<file path="src/include/oef_consts.vh">
// Purpose: constants for the otg event flag block
// Assumes: 50 MHz clock, 32-bit avalon data, byte addresses
// Notes: times kept in microseconds, cycle counts derived from them
`ifndef OEF_CONSTS_VH
`define OEF_CONSTS_VH

// register byte addresses
`define OEF_ADDR_FLAGS_RD 8'h68
`define OEF_ADDR_FLAGS_WR 8'hE8
`define OEF_ADDR_CTRL 8'h6C

// field positions in otg_event_flags
`define OEF_BIT_TIMER 10
`define OEF_BIT_SE0 9
`define OEF_BIT_SRP 8
`define OEF_BIT_RESUME 7
`define OEF_BIT_SUSPEND 6
`define OEF_BIT_STAT_HI 5
`define OEF_NUM_FLAGS 11
`define OEF_NUM_STATUS 6

// field position in otg_control_reg
`define OEF_BIT_REQ_SEL 9

// reset values
`define OEF_FLAGS_RST 11'h000
`define OEF_CTRL_RST 1'b0
`define OEF_ZERO32 32'h0000_0000

// timing
`define OEF_CLK_MHZ 50
`define OEF_SE0_TIME_US 2000
`define OEF_IDLE_TIME_US 3000
`define OEF_SE0_CYCLES (`OEF_SE0_TIME_US * `OEF_CLK_MHZ)
`define OEF_IDLE_CYCLES (`OEF_IDLE_TIME_US * `OEF_CLK_MHZ)

`endif

</file>
<file path="src/rtl/oef_duration_timer.v">
// Purpose: measure how long a level has stood and flag when it passes a limit
// Assumes: cond is synchronous to clk
// Notes: over is a level, fired is a single pulse per stretch of cond
module oef_duration_timer #(
  parameter WIDTH = 32,
  parameter LIMIT = 100000
) (
  clk,
  rst,
  cond,
  over,
  fired
);
  input wire clk;
  input wire rst;
  input wire cond;
  output wire over;
  output wire fired;

  reg [WIDTH-1:0] count_r;
  reg over_r;
  wire [WIDTH-1:0] limit_w;

  assign limit_w = LIMIT[WIDTH-1:0];

  // counter saturates at the limit so it never wraps during long stretches
  always @(posedge clk)
  begin
    if (rst || !cond)
    begin
      count_r <= {WIDTH{1'b0}};
      over_r <= 1'b0;
    end
    else if (count_r != limit_w)
    begin
      count_r <= count_r + {{(WIDTH-1){1'b0}}, 1'b1};
    end
    else
    begin
      over_r <= 1'b1; // strictly longer than limit
    end
  end

  assign over = over_r;
  assign fired = cond && (count_r == limit_w) && !over_r;
endmodule // oef_duration_timer

</file>
<file path="src/rtl/oef_event_flags.v">
// Purpose: sticky otg event flags with write-one-to-clear, on avalon-mm
// Assumes: all inputs synchronous to clk; line state is full speed (j = dp high)
// Notes: one wait state on every access; unmapped reads return zero
//
// Functional notes
// - read code 68h, write code E8h, same register
// - bit 10 set on otg timer expiry
// - writing one clears a flag, zero ignored
// - bit 9 set after se0 over 2 ms
// - bit 8 set on remote session request
// - control bit 9 picks supply or data pulsing
// - bit 7 set on j to k while suspended
// - bit 6 set on entering suspend, idle 3 ms
// - bits 5..0 set when status bits change
//
// Design decision made here: the Avalon-MM register port.
`include "oef_consts.vh"

module oef_event_flags #(
  parameter TIMER_WIDTH = 32,
  parameter SE0_CYCLES = `OEF_SE0_CYCLES,
  parameter IDLE_CYCLES = `OEF_IDLE_CYCLES
) (
  clk,
  rst,
  avs_address,
  avs_read,
  avs_write,
  avs_writedata,
  avs_byteenable,
  avs_readdata,
  avs_waitrequest,
  line_dp,
  line_dm,
  timer_timeout,
  srp_supply_pulse,
  srp_data_pulse,
  otg_status,
  suspended,
  request_type_select,
  otg_event_flags
);
  input wire clk;
  input wire rst;
  input wire [7:0] avs_address;
  input wire avs_read;
  input wire avs_write;
  input wire [31:0] avs_writedata;
  input wire [3:0] avs_byteenable;
  output reg [31:0] avs_readdata;
  output wire avs_waitrequest;
  input wire line_dp;
  input wire line_dm;
  input wire timer_timeout;
  input wire srp_supply_pulse;
  input wire srp_data_pulse;
  input wire [`OEF_NUM_STATUS-1:0] otg_status;
  output wire suspended;
  output wire request_type_select;
  output wire [`OEF_NUM_FLAGS-1:0] otg_event_flags;

  reg ack_r;
  reg [`OEF_NUM_FLAGS-1:0] flags_r;
  reg [`OEF_NUM_FLAGS-1:0] flags_nxt;
  reg [`OEF_NUM_FLAGS-1:0] set_w;
  reg [`OEF_NUM_FLAGS-1:0] clr_w;
  reg req_sel_r;
  reg suspend_r;
  reg line_k_r;
  reg [`OEF_NUM_STATUS-1:0] status_prev_r;
  wire req_w;
  wire wr_go;
  wire line_se0;
  wire line_j;
  wire line_k;
  wire se0_fired;
  wire idle_fired;
  wire srp_event;
  wire [15:0] wmask;
  wire [`OEF_NUM_STATUS-1:0] status_chg;

  // one wait state: request taken on first edge, answered on the next
  assign req_w = avs_read || avs_write;
  assign avs_waitrequest = req_w && !ack_r;
  assign wr_go = avs_write && ack_r;

  always @(posedge clk)
  begin
    if (rst)
      ack_r <= 1'b0;
    else
      ack_r <= req_w && !ack_r;
  end

  // read data is captured while waitrequest is high so it comes from a flop
  always @(posedge clk)
  begin
    if (rst)
      avs_readdata <= `OEF_ZERO32;
    else if (avs_read && !ack_r)
    begin
      avs_readdata <= `OEF_ZERO32;
      if (avs_address == `OEF_ADDR_FLAGS_RD)
        avs_readdata[`OEF_NUM_FLAGS-1:0] <= flags_r;
      else if (avs_address == `OEF_ADDR_CTRL)
        avs_readdata[`OEF_BIT_REQ_SEL] <= req_sel_r;
    end
  end

  // control register, only the request-type select bit is implemented
  always @(posedge clk)
  begin
    if (rst)
      req_sel_r <= `OEF_CTRL_RST;
    else if (wr_go && (avs_address == `OEF_ADDR_CTRL) && avs_byteenable[1])
      req_sel_r <= avs_writedata[`OEF_BIT_REQ_SEL];
  end

  // line decode; se0 holds both lines low
  assign line_se0 = !line_dp && !line_dm;
  assign line_j = line_dp && !line_dm;
  assign line_k = !line_dp && line_dm;

  oef_duration_timer #(
    .WIDTH(TIMER_WIDTH),
    .LIMIT(SE0_CYCLES)
  ) u_se0_timer (
    .clk(clk),
    .rst(rst),
    .cond(line_se0),
    .over(),
    .fired(se0_fired)
  );

  oef_duration_timer #(
    .WIDTH(TIMER_WIDTH),
    .LIMIT(IDLE_CYCLES)
  ) u_idle_timer (
    .clk(clk),
    .rst(rst),
    .cond(line_j),
    .over(),
    .fired(idle_fired)
  );

  // suspend state: entered after long idle, left on any non-idle line
  always @(posedge clk)
  begin
    if (rst)
    begin
      suspend_r <= 1'b0;
      line_k_r <= 1'b0;
    end
    else
    begin
      line_k_r <= line_k;
      if (idle_fired)
        suspend_r <= 1'b1;
      else if (!line_j && !line_k_r)
        suspend_r <= 1'b0; // clears on the first k too; resume is seen from suspend_r before this edge
    end
  end

  // status history has no reset, it samples otg_status every clock, so no change is reported on release
  always @(posedge clk)
  begin
    status_prev_r <= otg_status;
  end

  assign status_chg = otg_status ^ status_prev_r;
  assign srp_event = req_sel_r ? srp_data_pulse : srp_supply_pulse;

  // per-flag set and clear terms; set beats a clear in the same cycle
  assign wmask = {avs_byteenable[1] ? avs_writedata[15:8] : 8'h00,
                  avs_byteenable[0] ? avs_writedata[7:0] : 8'h00};

  always @*
  begin
    set_w = `OEF_FLAGS_RST;
    set_w[`OEF_BIT_TIMER] = timer_timeout;
    set_w[`OEF_BIT_SE0] = se0_fired;
    set_w[`OEF_BIT_SRP] = srp_event;
    set_w[`OEF_BIT_RESUME] = suspend_r && line_j_to_k(line_k, line_k_r);
    set_w[`OEF_BIT_SUSPEND] = idle_fired;
    set_w[`OEF_BIT_STAT_HI:0] = status_chg;
    clr_w = `OEF_FLAGS_RST;
    if (wr_go && (avs_address == `OEF_ADDR_FLAGS_WR))
      clr_w = wmask[`OEF_NUM_FLAGS-1:0];
    flags_nxt = (flags_r & ~clr_w) | set_w;
  end

  // k arriving where the previous sample was not k
  function line_j_to_k;
    input k_now;
    input k_prev;
    begin
      line_j_to_k = k_now && !k_prev;
    end
  endfunction

  always @(posedge clk)
  begin
    if (rst)
      flags_r <= `OEF_FLAGS_RST;
    else
      flags_r <= flags_nxt;
  end

  assign otg_event_flags = flags_r;
  assign suspended = suspend_r;
  assign request_type_select = req_sel_r;
endmodule // oef_event_flags

</file>
<file path="config.mk">
export PLATFORM = sky130hd
export DESIGN_NAME = oef_event_flags
export DESIGN_NICKNAME = d
export VERILOG_FILES = /design/src/rtl/oef_duration_timer.v /design/src/rtl/oef_event_flags.v
export VERILOG_INCLUDE_DIRS = /design/src /design/src/include
export SDC_FILE = /design/constraint.sdc
export NUM_CORES = 1
export LEC_CHECK = 0
export ABC_AREA = 1
export CELL_PAD_IN_SITES_DETAIL_PLACEMENT = 0
export CELL_PAD_IN_SITES_GLOBAL_PLACEMENT = 1
export CORE_MARGIN = 2
export CORE_UTILIZATION = 40
export CTS_CLUSTER_SIZE = 24
export DETAILED_ROUTE_END_ITERATION = 12
export DONT_BUFFER_PORTS = 1
export PLACE_DENSITY = 0.81
export REMOVE_ABC_BUFFERS = 1
export SLEW_MARGIN = 10
export SYNTH_ARGS = -nofsm -noshare
export SYNTH_HDL_FRONTEND = slang
export SYNTH_SLANG_ARGS = --single-unit
</file>
<file path="constraint.sdc">
create_clock -name clk -period 3.2 [get_ports clk]
set_clock_uncertainty 0.1 [all_clocks]
set_input_delay 0.16 -clock clk [delete_from_list [all_inputs] [get_ports clk]]
set_output_delay 0.16 -clock clk [all_outputs]
set_load 0.02 [all_outputs]
</file>
==> results.toml, run 1 <==
[synth]
synth_edf_count = 0
avgSynthCellArea_sq_um = 6.33
yosysSeqAreaShare = 0.369
yosysMostFrequentCell = "nand2_1"
synth_area_leaders = "dfxtp_1, nand2_1, nor2_1, a21oi_1, inv_1"
syn-cell-area_sq_mm = 0.00532
synth_top_area_frac = 0.369
ys_warn_count = 0
yosys.area.top_type = "dfxtp_1"
synthTopCellsByCount = "nand2_1, nor2_1, dfxtp_1"
synth-main-ff-cell = "dfxtp_1"
ys_types = 30
syn_inst = 840
synth_seq_cells = 98
synthArstFlopShare = 0

[setup_path]
required_ns = 3.39
worstRegToRegCells = 4
path_class = "in2reg"
cp_cell_sequence = "dlygate4sd3_1 > nor2_4 > clkinv_1 > a21oi_1 > o21a_1"
ff2ff_setup_slack_ns = 1.04
cp_top_family = "buffers and inverters"
r2r-start = "request_type_select"
worstSetupPathDepth = 5
crit_fanout = 18
path_buf_inv = 2
critPathSlowestCell = "dlygate4sd3_1"
arrival_ns = 2.50
r2r_end = "otg_event_flags[8]"
critPathLaunchType = "input port"
max_stage_delay_ns = 0.80
crit_path_end_kind = "flop"

[die]
core_area_sq_mm = 0.0131
num_rows = 42
die_h_microns = 119
die_w_microns = 119
ios = 105
start_util = 0.405
floorplan.die_area_sq_mm = 0.0142

[finish]
instances_no_fill = 1045
design_area_sq_mm = 0.00595
fin_nets = 928
antenna_cells = 0
post-route-util = 0.453
drive_gt1_frac = 0.0506
area_growth_pct = 11.8
fill_cells = 1400

[timing]
tightest_slew_ns = 0.703
setup_viol = 0
finalHoldViolCount = 0
fin_crit_ns = 2.30
period_share = 0.720
max_freq_mhz = 434
rsz0062_at_grt = "no"
fin_tns_setup_ns = 0
slew_headroom = 0.530
drv_slew = 0

[global_route]
gr-total-overflow = 0
grt_max_degree = 23
grt-busiest-layer = "met2"
gr-usage-met1 = 0.260
grtUsageMet2 = 0.286
grt_pass1_vias = 4377
grt_use_met3 = 0.0326
grt_usage = 0.185
grt_pass1_wl_microns = 21300
antenna_found_initial = 0

[drt]
avgViaCountPerCell = 4.74
antenna_left = 0
drtIter0Drc = 313
wire_per_inst_microns = 12.3
first_pass_iters = 5
drc = 0
via_count = 4950
drt-total-wl_microns = 12800

[clock_network]
clk_latency_ns = 0.34
clockRootBuffer = "clkbuf_16"
cts_resized = 0
cts-buffers-inserted = 9
cts_tree = "done"
path_clk_slew_ns = 0.07
htreeDepth = 3
clock_sinks = 98
clockBufferDepth = 2

[hold_path]
whs_path_depth = 3
hold_end = "otg_event_flags[5]"
hold_class = "in2reg"
min_from = "avs_writedata[5]"

[place]
placedInstanceArea_sq_mm = 0.00541
gp_congestion = 0.846
portBuffers = 0
dp_hpwl_microns = 9550
dp_cells = 1005

[flow_run]
maxCapViolCount = 0

[pwr]
vdd_drop_max_uv = 232
power.density_mw_per_mm2 = 420
p_leak_nw = 2.10

[outcome]
outcome = "finished clean"
## cell families (layout without fill, tap and decap cells)
family                     Yosys count  count (layout)  synth area share
xor gates and xnor gates            10              10            0.0165
other                                1              21          0.000705
and+or+nand+nor                    505             505             0.402
buffers and inverters              113             122            0.0990
muxes                                1               1           0.00188
adders and majority gates            4               4           0.00941
AOI/OAI and AO/OA                  108             108             0.102
DFF                                 98              98             0.369
## routing by layer
metal / vias to the layer above / share of wire
met3: 11 / 0.051
met5: - / 0
met1: 2159 / 0.51
met2: 120 / 0.43
li1: 2660 / -
met4: 0 / 0.013
## cells in the final DEF (no fill, tap or decap), types with 2 or more instances in the layout
master         instances
nand2_1              246
buf_4                  2
nand2_2                8
and2_1                 4
clkinv_4               2
nor2_1               165
o21ai_0               41
dlygate4sd3_1         25
conb_1                21
nor2_2                10
nand4_1                6
nor3_1                11
xnor2_1                7
nand3_1               33
ha_1                   4
xor2_1                 3
nor2_4                 8
inv_1                 79
clkbuf_16              9
nand3b_1              10
a21oi_1               65
dfxtp_1               98
## where the power goes
group	internal, W	switching, W
clock	0.000608	0.000479
sequential	0.00124	0.0000411
combinational	0.0000479	0.0000805
total	0.00190	0.000601
## worst reg2reg max path, stage by stage, from the launching register on
cell and delay [ns]:
dfxtp_1 0.51, mux2i_1 0.23, dlygate4sd3_1 0.56, a21oi_1 0.06, dlygate4sd3_1 0.59
## worst max path at each step
stage                                 startpoint                 endpoint  slack, ns
after floorplan           u_se0_timer.count_r[0]  u_se0_timer.count_r[24]       1.75
after global placement                   line_dp   u_se0_timer.count_r[3]       1.21
after detailed placement                 line_dp   u_se0_timer.count_r[3]       1.16
after CTS                                    rst   u_se0_timer.count_r[3]       0.81
after global routing                         rst   u_se0_timer.count_r[3]       0.65
final                                        rst   u_se0_timer.count_r[3]       0.90
## cell type report
class	instances	area, sq um	share of cell area
inverters	80	300	0.0505
clock inverters	5	63.8	0.0107
multi-input cells	649	2910	0.489
flip-flops and latches	98	1960	0.330
repair buffers	27	265	0.0446
well taps	176	220	0.0370
clock buffers	10	229	0.0385
## per-stage QoR
stage	setup WS [ns]	hold WS, ns	power [W]
2_1_floorplan	1.75	0.0877	0.00139
3_3_place_gp	1.21	0.0878	0.00141
6_report	0.897	0.0121	0.00250
3_5_place_dp	1.16	0.0878	0.00141
4_1_cts	0.809	0.000759	0.00253
5_1_grt	0.649	0.0343	0.00259
## sequential cells by signal, summed over array words and instances (netlist names)
signal / count
u_idle_timer.count_r: 32
u_se0_timer.count_r: 32
avs_readdata: 11
otg_event_flags: 11
status_prev_r: 6
ack_r: 1
line_j_to_k.k_prev: 1
request_type_select: 1
suspended: 1
u_idle_timer.over: 1
u_se0_timer.over: 1
## timing repair
action                                 CTS  global route
hold buffers                            25             0
setup buffers                            0             0
endpoints found under the hold margin   46             0
Power figures use the tool's default switching activity.
==> run 2, diff against run 1 <==
==> constraint.sdc (replaced) <==
create_clock -name clk -period 2.4 [get_ports clk]
set_clock_uncertainty 0.1 [all_clocks]
set_input_delay 0.12 -clock clk [delete_from_list [all_inputs] [get_ports clk]]
set_output_delay 0.12 -clock clk [all_outputs]
set_load 0.02 [all_outputs]
==> run 2 against run 1 <==
  * Clock power up 44%
  * Total power rose by 38%
  * Cell count grew 0.48%
  * Largest power group unchanged
  * Core utilization is 0.52 points higher
  * Register-to-register slack worse by 0.78 ns
  * Highest routed layer unchanged
  * Routed wire length rose by 0.68%
  * Combinational power is 37% higher
==> results.toml, run 2 (synthesized netlist as in run 1, its figures left out) <==
[global_route]
grt_pass1_vias = 4387
antenna_found_initial = 0
grt_usage = 0.185
grt_pass1_wl_microns = 21400
grt_max_degree = 23
gr-total-overflow = 0

[setup_path]
worstRegToRegCells = 4
arrival_ns = 2.28
critPathLaunchType = "flop"
path_class = "reg2reg"
crit_path_end_kind = "flop"
crit_fanout = 4
required_ns = 2.54

[timing]
fin_tns_setup_ns = 0
period_share = 0.893
max_freq_mhz = 467
rsz0062_at_grt = "no"
fin_crit_ns = 2.14
tightest_slew_ns = 0.772
drv_slew = 0
setup_viol = 0
slew_headroom = 0.484
finalHoldViolCount = 0

[die]
ios = 105
start_util = 0.405
die_w_microns = 119
num_rows = 42
floorplan.die_area_sq_mm = 0.0142
core_area_sq_mm = 0.0131
die_h_microns = 119

[clock_network]
clock_sinks = 98
cts_tree = "done"
clockBufferDepth = 2
cts_setup_buffers = 0
cts-buffers-inserted = 9
htreeDepth = 3
cts_resized = 0
postCtsHoldBufs = 28
clk_latency_ns = 0.35
path_clk_slew_ns = 0.07
clockRootBuffer = "clkbuf_16"

[pwr]
vdd_drop_max_uv = 386
p_total_w = 0.00346
combPwrFrac = 0.051
p_sw_w = 0.000816
swShare = 0.236
power.density_mw_per_mm2 = 574
internal_power_w = 0.00264
power_frac_seq = 0.496
clockPowerShare = 0.453
p_leak_nw = 2.15

[drt]
via_count = 4848
antenna_left = 0
avgViaCountPerCell = 4.62
drt-total-wl_microns = 12900
wire_per_inst_microns = 12.3
drc = 0
first_pass_iters = 6
drtIter0Drc = 404

[hold_path]
hold_class = "in2reg"
whs_path_depth = 4

[place]
dp_hpwl_microns = 9650
gp_congestion = 0.861
portBuffers = 0

[finish]
layout_commonest_cell = "nand2_1"
fin_nets = 933
drive_gt1_frac = 0.0538
antenna_cells = 0
reg.largest.list = "u_idle_timer.count_r x32, u_se0_timer.count_r x32"
area_growth_pct = 13.1
mostFrequentLayoutCells = "nand2_1, nor2_1, dfxtp_1"

[outcome]
outcome = "finished clean"

[flow_run]
maxCapViolCount = 0
run 2: cell count changes in the layout (fill, tap and decap cells not counted), sizes merged:
cell,previous run,this run
buf,2,4
bufinv,1,2
clkbuf,10,9
clkinv,3,4
clkinvlp,1,0
dlygate4sd3,25,28
run 2: per-layer routing:
layer,part of all wire,up-vias,global-route usage
li1,-,2662,-
met1,0.51,2068,0.257
met2,0.42,108,0.287
met3,0.055,10,0.0460
met4,0.0099,0,0.0515
met5,0,-,0
run 2: worst paths after layout:
check,slack (ns),to,from
hold reg to reg,0.36,u_idle_timer.over,u_idle_timer.over
hold / removal,0.008,otg_event_flags[9],avs_writedata[9]
setup reg to reg,0.26,otg_event_flags[8],request_type_select
setup / recovery,0.26,otg_event_flags[8],request_type_select
run 2: cell type report:
class	count	area (sq um)
inverters	80	300
multi-input cells	649	2910
repair buffers	32	310
clock inverters	6	91.3
fillers	1402	7120
clock buffers	9	225
well taps	176	220
flip-flops and latches	98	1960
run 2: power by group through the flow:
stage	sequential, W	combinational, W	clock (W)
global route	0.00172	0.000197	0.00166
detailed placement	0.00175	0.000132	0
finish	0.00171	0.000175	0.00157
floorplan	0.00174	0.000106	0
global placement	0.00175	0.000129	0
CTS	0.00171	0.000174	0.00161
run 2: critical path, stage by stage, from the launching register on:
cell	delay, ns
dfxtp_1	0.52
mux2i_1	0.21
dlygate4sd3_1	0.55
a21oi_1	0.06
dlygate4sd3_1	0.59
run 2: metrics by stage:
| stage | setup slack [ns] | utilization | instances | hold WS [ns] | cell area, sq um |
|---|---|---|---|---|---|
| 2_1_floorplan | 0.951 | - | 827 | 0.0477 | 5170 |
| 3_3_place_gp | 0.651 | 0.413 | 1007 | 0.0478 | 5420 |
| 3_5_place_dp | 0.631 | 0.413 | 1007 | 0.0478 | 5420 |
| 4_1_cts | 0.248 | 0.458 | 1050 | 0.00173 | 6020 |
| 5_1_grt | 0.0625 | 0.458 | 1050 | 0.0295 | 6020 |
| 6_report | 0.257 | 0.458 | 1050 | 0.00834 | 6020 |
==> run 3, diff against run 2 <==
--- a/config.mk
+++ b/config.mk
@@ -11,7 +11,6 @@
 export CELL_PAD_IN_SITES_GLOBAL_PLACEMENT = 1
 export CORE_MARGIN = 2
 export CORE_UTILIZATION = 40
-export CTS_CLUSTER_SIZE = 24
 export DETAILED_ROUTE_END_ITERATION = 12
 export DONT_BUFFER_PORTS = 1
 export PLACE_DENSITY = 0.81
==> constraint.sdc (replaced) <==
create_clock -name clk -period 2.2 [get_ports clk]
set_clock_uncertainty 0.1 [all_clocks]
set_input_delay 0.11 -clock clk [delete_from_list [all_inputs] [get_ports clk]]
set_output_delay 0.11 -clock clk [all_outputs]
set_load 0.02 [all_outputs]
==> run 3 against run 2 <==
  * Global-route usage shrank 0.36 points
  * Hold slack is essentially flat
  * Largest cell class unchanged
  * Sequential share of layout area grew 0.20 points
  * Critical path type unchanged
  * Cell count is essentially flat
  * Sequential power grew 9%
  * Cell area shrank 0.60%
  * Clock power shrank 6%
==> results.toml, run 3 (synthesized netlist as in run 1, its figures left out) <==
[place]
dp_hpwl_microns = 9560
gp_congestion = 0.866
portBuffers = 0

[hold_path]
min_from = "line_dm"
hold_class = "in2reg"
whs_path_depth = 5
hold_end = "otg_event_flags[9]"

[timing]
drv_slew = 0
fin_crit_ns = 2.14
tightest_slew_ns = 0.678
finalHoldViolCount = 0
slew_headroom = 0.547
max_freq_mhz = 466
period_share = 0.975
fin_tns_setup_ns = 0
rsz0062_at_grt = "no"
setup_viol = 0

[setup_path]
crit_fanout = 4
crit_path_end_kind = "flop"
r2r-start = "request_type_select"
path_class = "reg2reg"
r2r_end = "otg_event_flags[8]"
required_ns = 2.33
ff2ff_setup_slack_ns = 0.06
critPathLaunchType = "flop"
worstRegToRegCells = 4
arrival_ns = 2.28

[drt]
antenna_left = 0
wire_per_inst_microns = 12.2
drt-total-wl_microns = 12800
first_pass_iters = 5
drtIter0Drc = 283
via_count = 4913
drc = 0
avgViaCountPerCell = 4.67

[clock_network]
clockBufferDepth = 2
path_clk_slew_ns = 0.07
clock_sinks = 98
cts_tree = "done"
cts-buffers-inserted = 9
htreeDepth = 3
clk_latency_ns = 0.35
clockRootBuffer = "clkbuf_16"

[pwr]
internal_power_w = 0.00265
vdd_drop_max_uv = 299
clockPowerShare = 0.418
p_leak_nw = 2.11
p_total_w = 0.00355
power.density_mw_per_mm2 = 593
combPwrFrac = 0.055
swShare = 0.251
p_sw_w = 0.000892
power_frac_seq = 0.527

[global_route]
grt_pass1_vias = 4290
grt_pass1_wl_microns = 20900
antenna_found_initial = 0
gr-total-overflow = 0
grt_usage = 0.182
grtUsageMet2 = 0.285
grt-busiest-layer = "met2"
grt_use_met3 = 0.0302
gr-usage-met1 = 0.254
grt_max_degree = 23

[finish]
fin_nets = 934
reg.largest.list = "u_idle_timer.count_r x32, u_se0_timer.count_r x32"
layout_commonest_cell = "nand2_1"
drive_gt1_frac = 0.0526
fill_cells = 1427
mostFrequentLayoutCells = "nand2_1, nor2_1, dfxtp_1"
area_growth_pct = 12.4
multi_input_area_sq_mm = 0.00291
antenna_cells = 0
ff_latch_area_sq_mm = 0.00196

[flow_run]
maxCapViolCount = 0

[die]
start_util = 0.405
floorplan.die_area_sq_mm = 0.0142
die_w_microns = 119
ios = 105
num_rows = 42
die_h_microns = 119
core_area_sq_mm = 0.0131

[outcome]
outcome = "finished clean"
-- run 3: layout make-up --
cell class / instances / share of cell area
timing repair buffer: 33 / 0.0536
sequential: 98 / 0.328
inverter: 80 / 0.0502
clock inverter: 5 / 0.00690
clock buffer: 10 / 0.0383
multi-input combinational: 649 / 0.486
tap: 176 / 0.0368
-- run 3: worst max-delay path by stage --
| stage | from | endpoint | slack, ns | depth (start not counted) |
|---|---|---|---|---|
| floorplan | u_se0_timer.count_r[0] | u_se0_timer.count_r[24] | 0.75 | 8 |
| global placement | u_se0_timer.count_r[0] | u_se0_timer.count_r[24] | 0.46 | 8 |
| detailed placement | u_se0_timer.count_r[0] | u_se0_timer.count_r[24] | 0.44 | 8 |
| CTS | request_type_select | otg_event_flags[8] | 0.06 | 4 |
| global route | request_type_select | otg_event_flags[8] | 0.002 | 4 |
| finish | request_type_select | otg_event_flags[8] | 0.06 | 4 |
-- run 3: metal layers --
metal,vias up,wire length (microns)
met3,12,609
li1,2654,-
met2,110,5470
met1,2137,6540
met5,-,0
met4,0,205
-- run 3: metrics by stage --
step / hold slack (ns) / area (sq um) / utilization / worst slack, ns / cells
2_1_floorplan: 0.0377 / 5170 / - / 0.751 / 827
3_3_place_gp: 0.0378 / 5420 / 0.413 / 0.462 / 1007
3_5_place_dp: 0.0378 / 5420 / 0.413 / 0.444 / 1007
4_1_cts: 0.00104 / 5980 / 0.455 / 0.0586 / 1051
5_1_grt: 0.0328 / 5980 / 0.455 / 0.00234 / 1051
6_report: 0.00791 / 5980 / 0.455 / 0.0554 / 1051
-- run 3: power by group through the flow --
| stage | Combinational (W) | Clock, W | Sequential [W] |
|---|---|---|---|
| floorplan | 0.000115 | 0 | 0.00190 |
| global route | 0.000214 | 0.00158 | 0.00187 |
| global placement | 0.000142 | 0 | 0.00191 |
| CTS | 0.000193 | 0.00152 | 0.00187 |
| finish | 0.000193 | 0.00148 | 0.00187 |
| detailed placement | 0.000144 | 0 | 0.00191 |
-- run 3: worst max-delay path, stage by stage (launching register included) --
cell           delay (ns)
dfxtp_1              0.52
mux2i_1              0.21
dlygate4sd3_1        0.56
a21oi_1              0.06
dlygate4sd3_1        0.58
-- run 3: timing repair --
action                                 in CTS  in global routing
gates resized for setup                     0                  1
setup endpoints to repair                   0                  1
hold buffers                               29                  0
setup buffers                               0                  0
endpoints found under the hold margin      30                  0
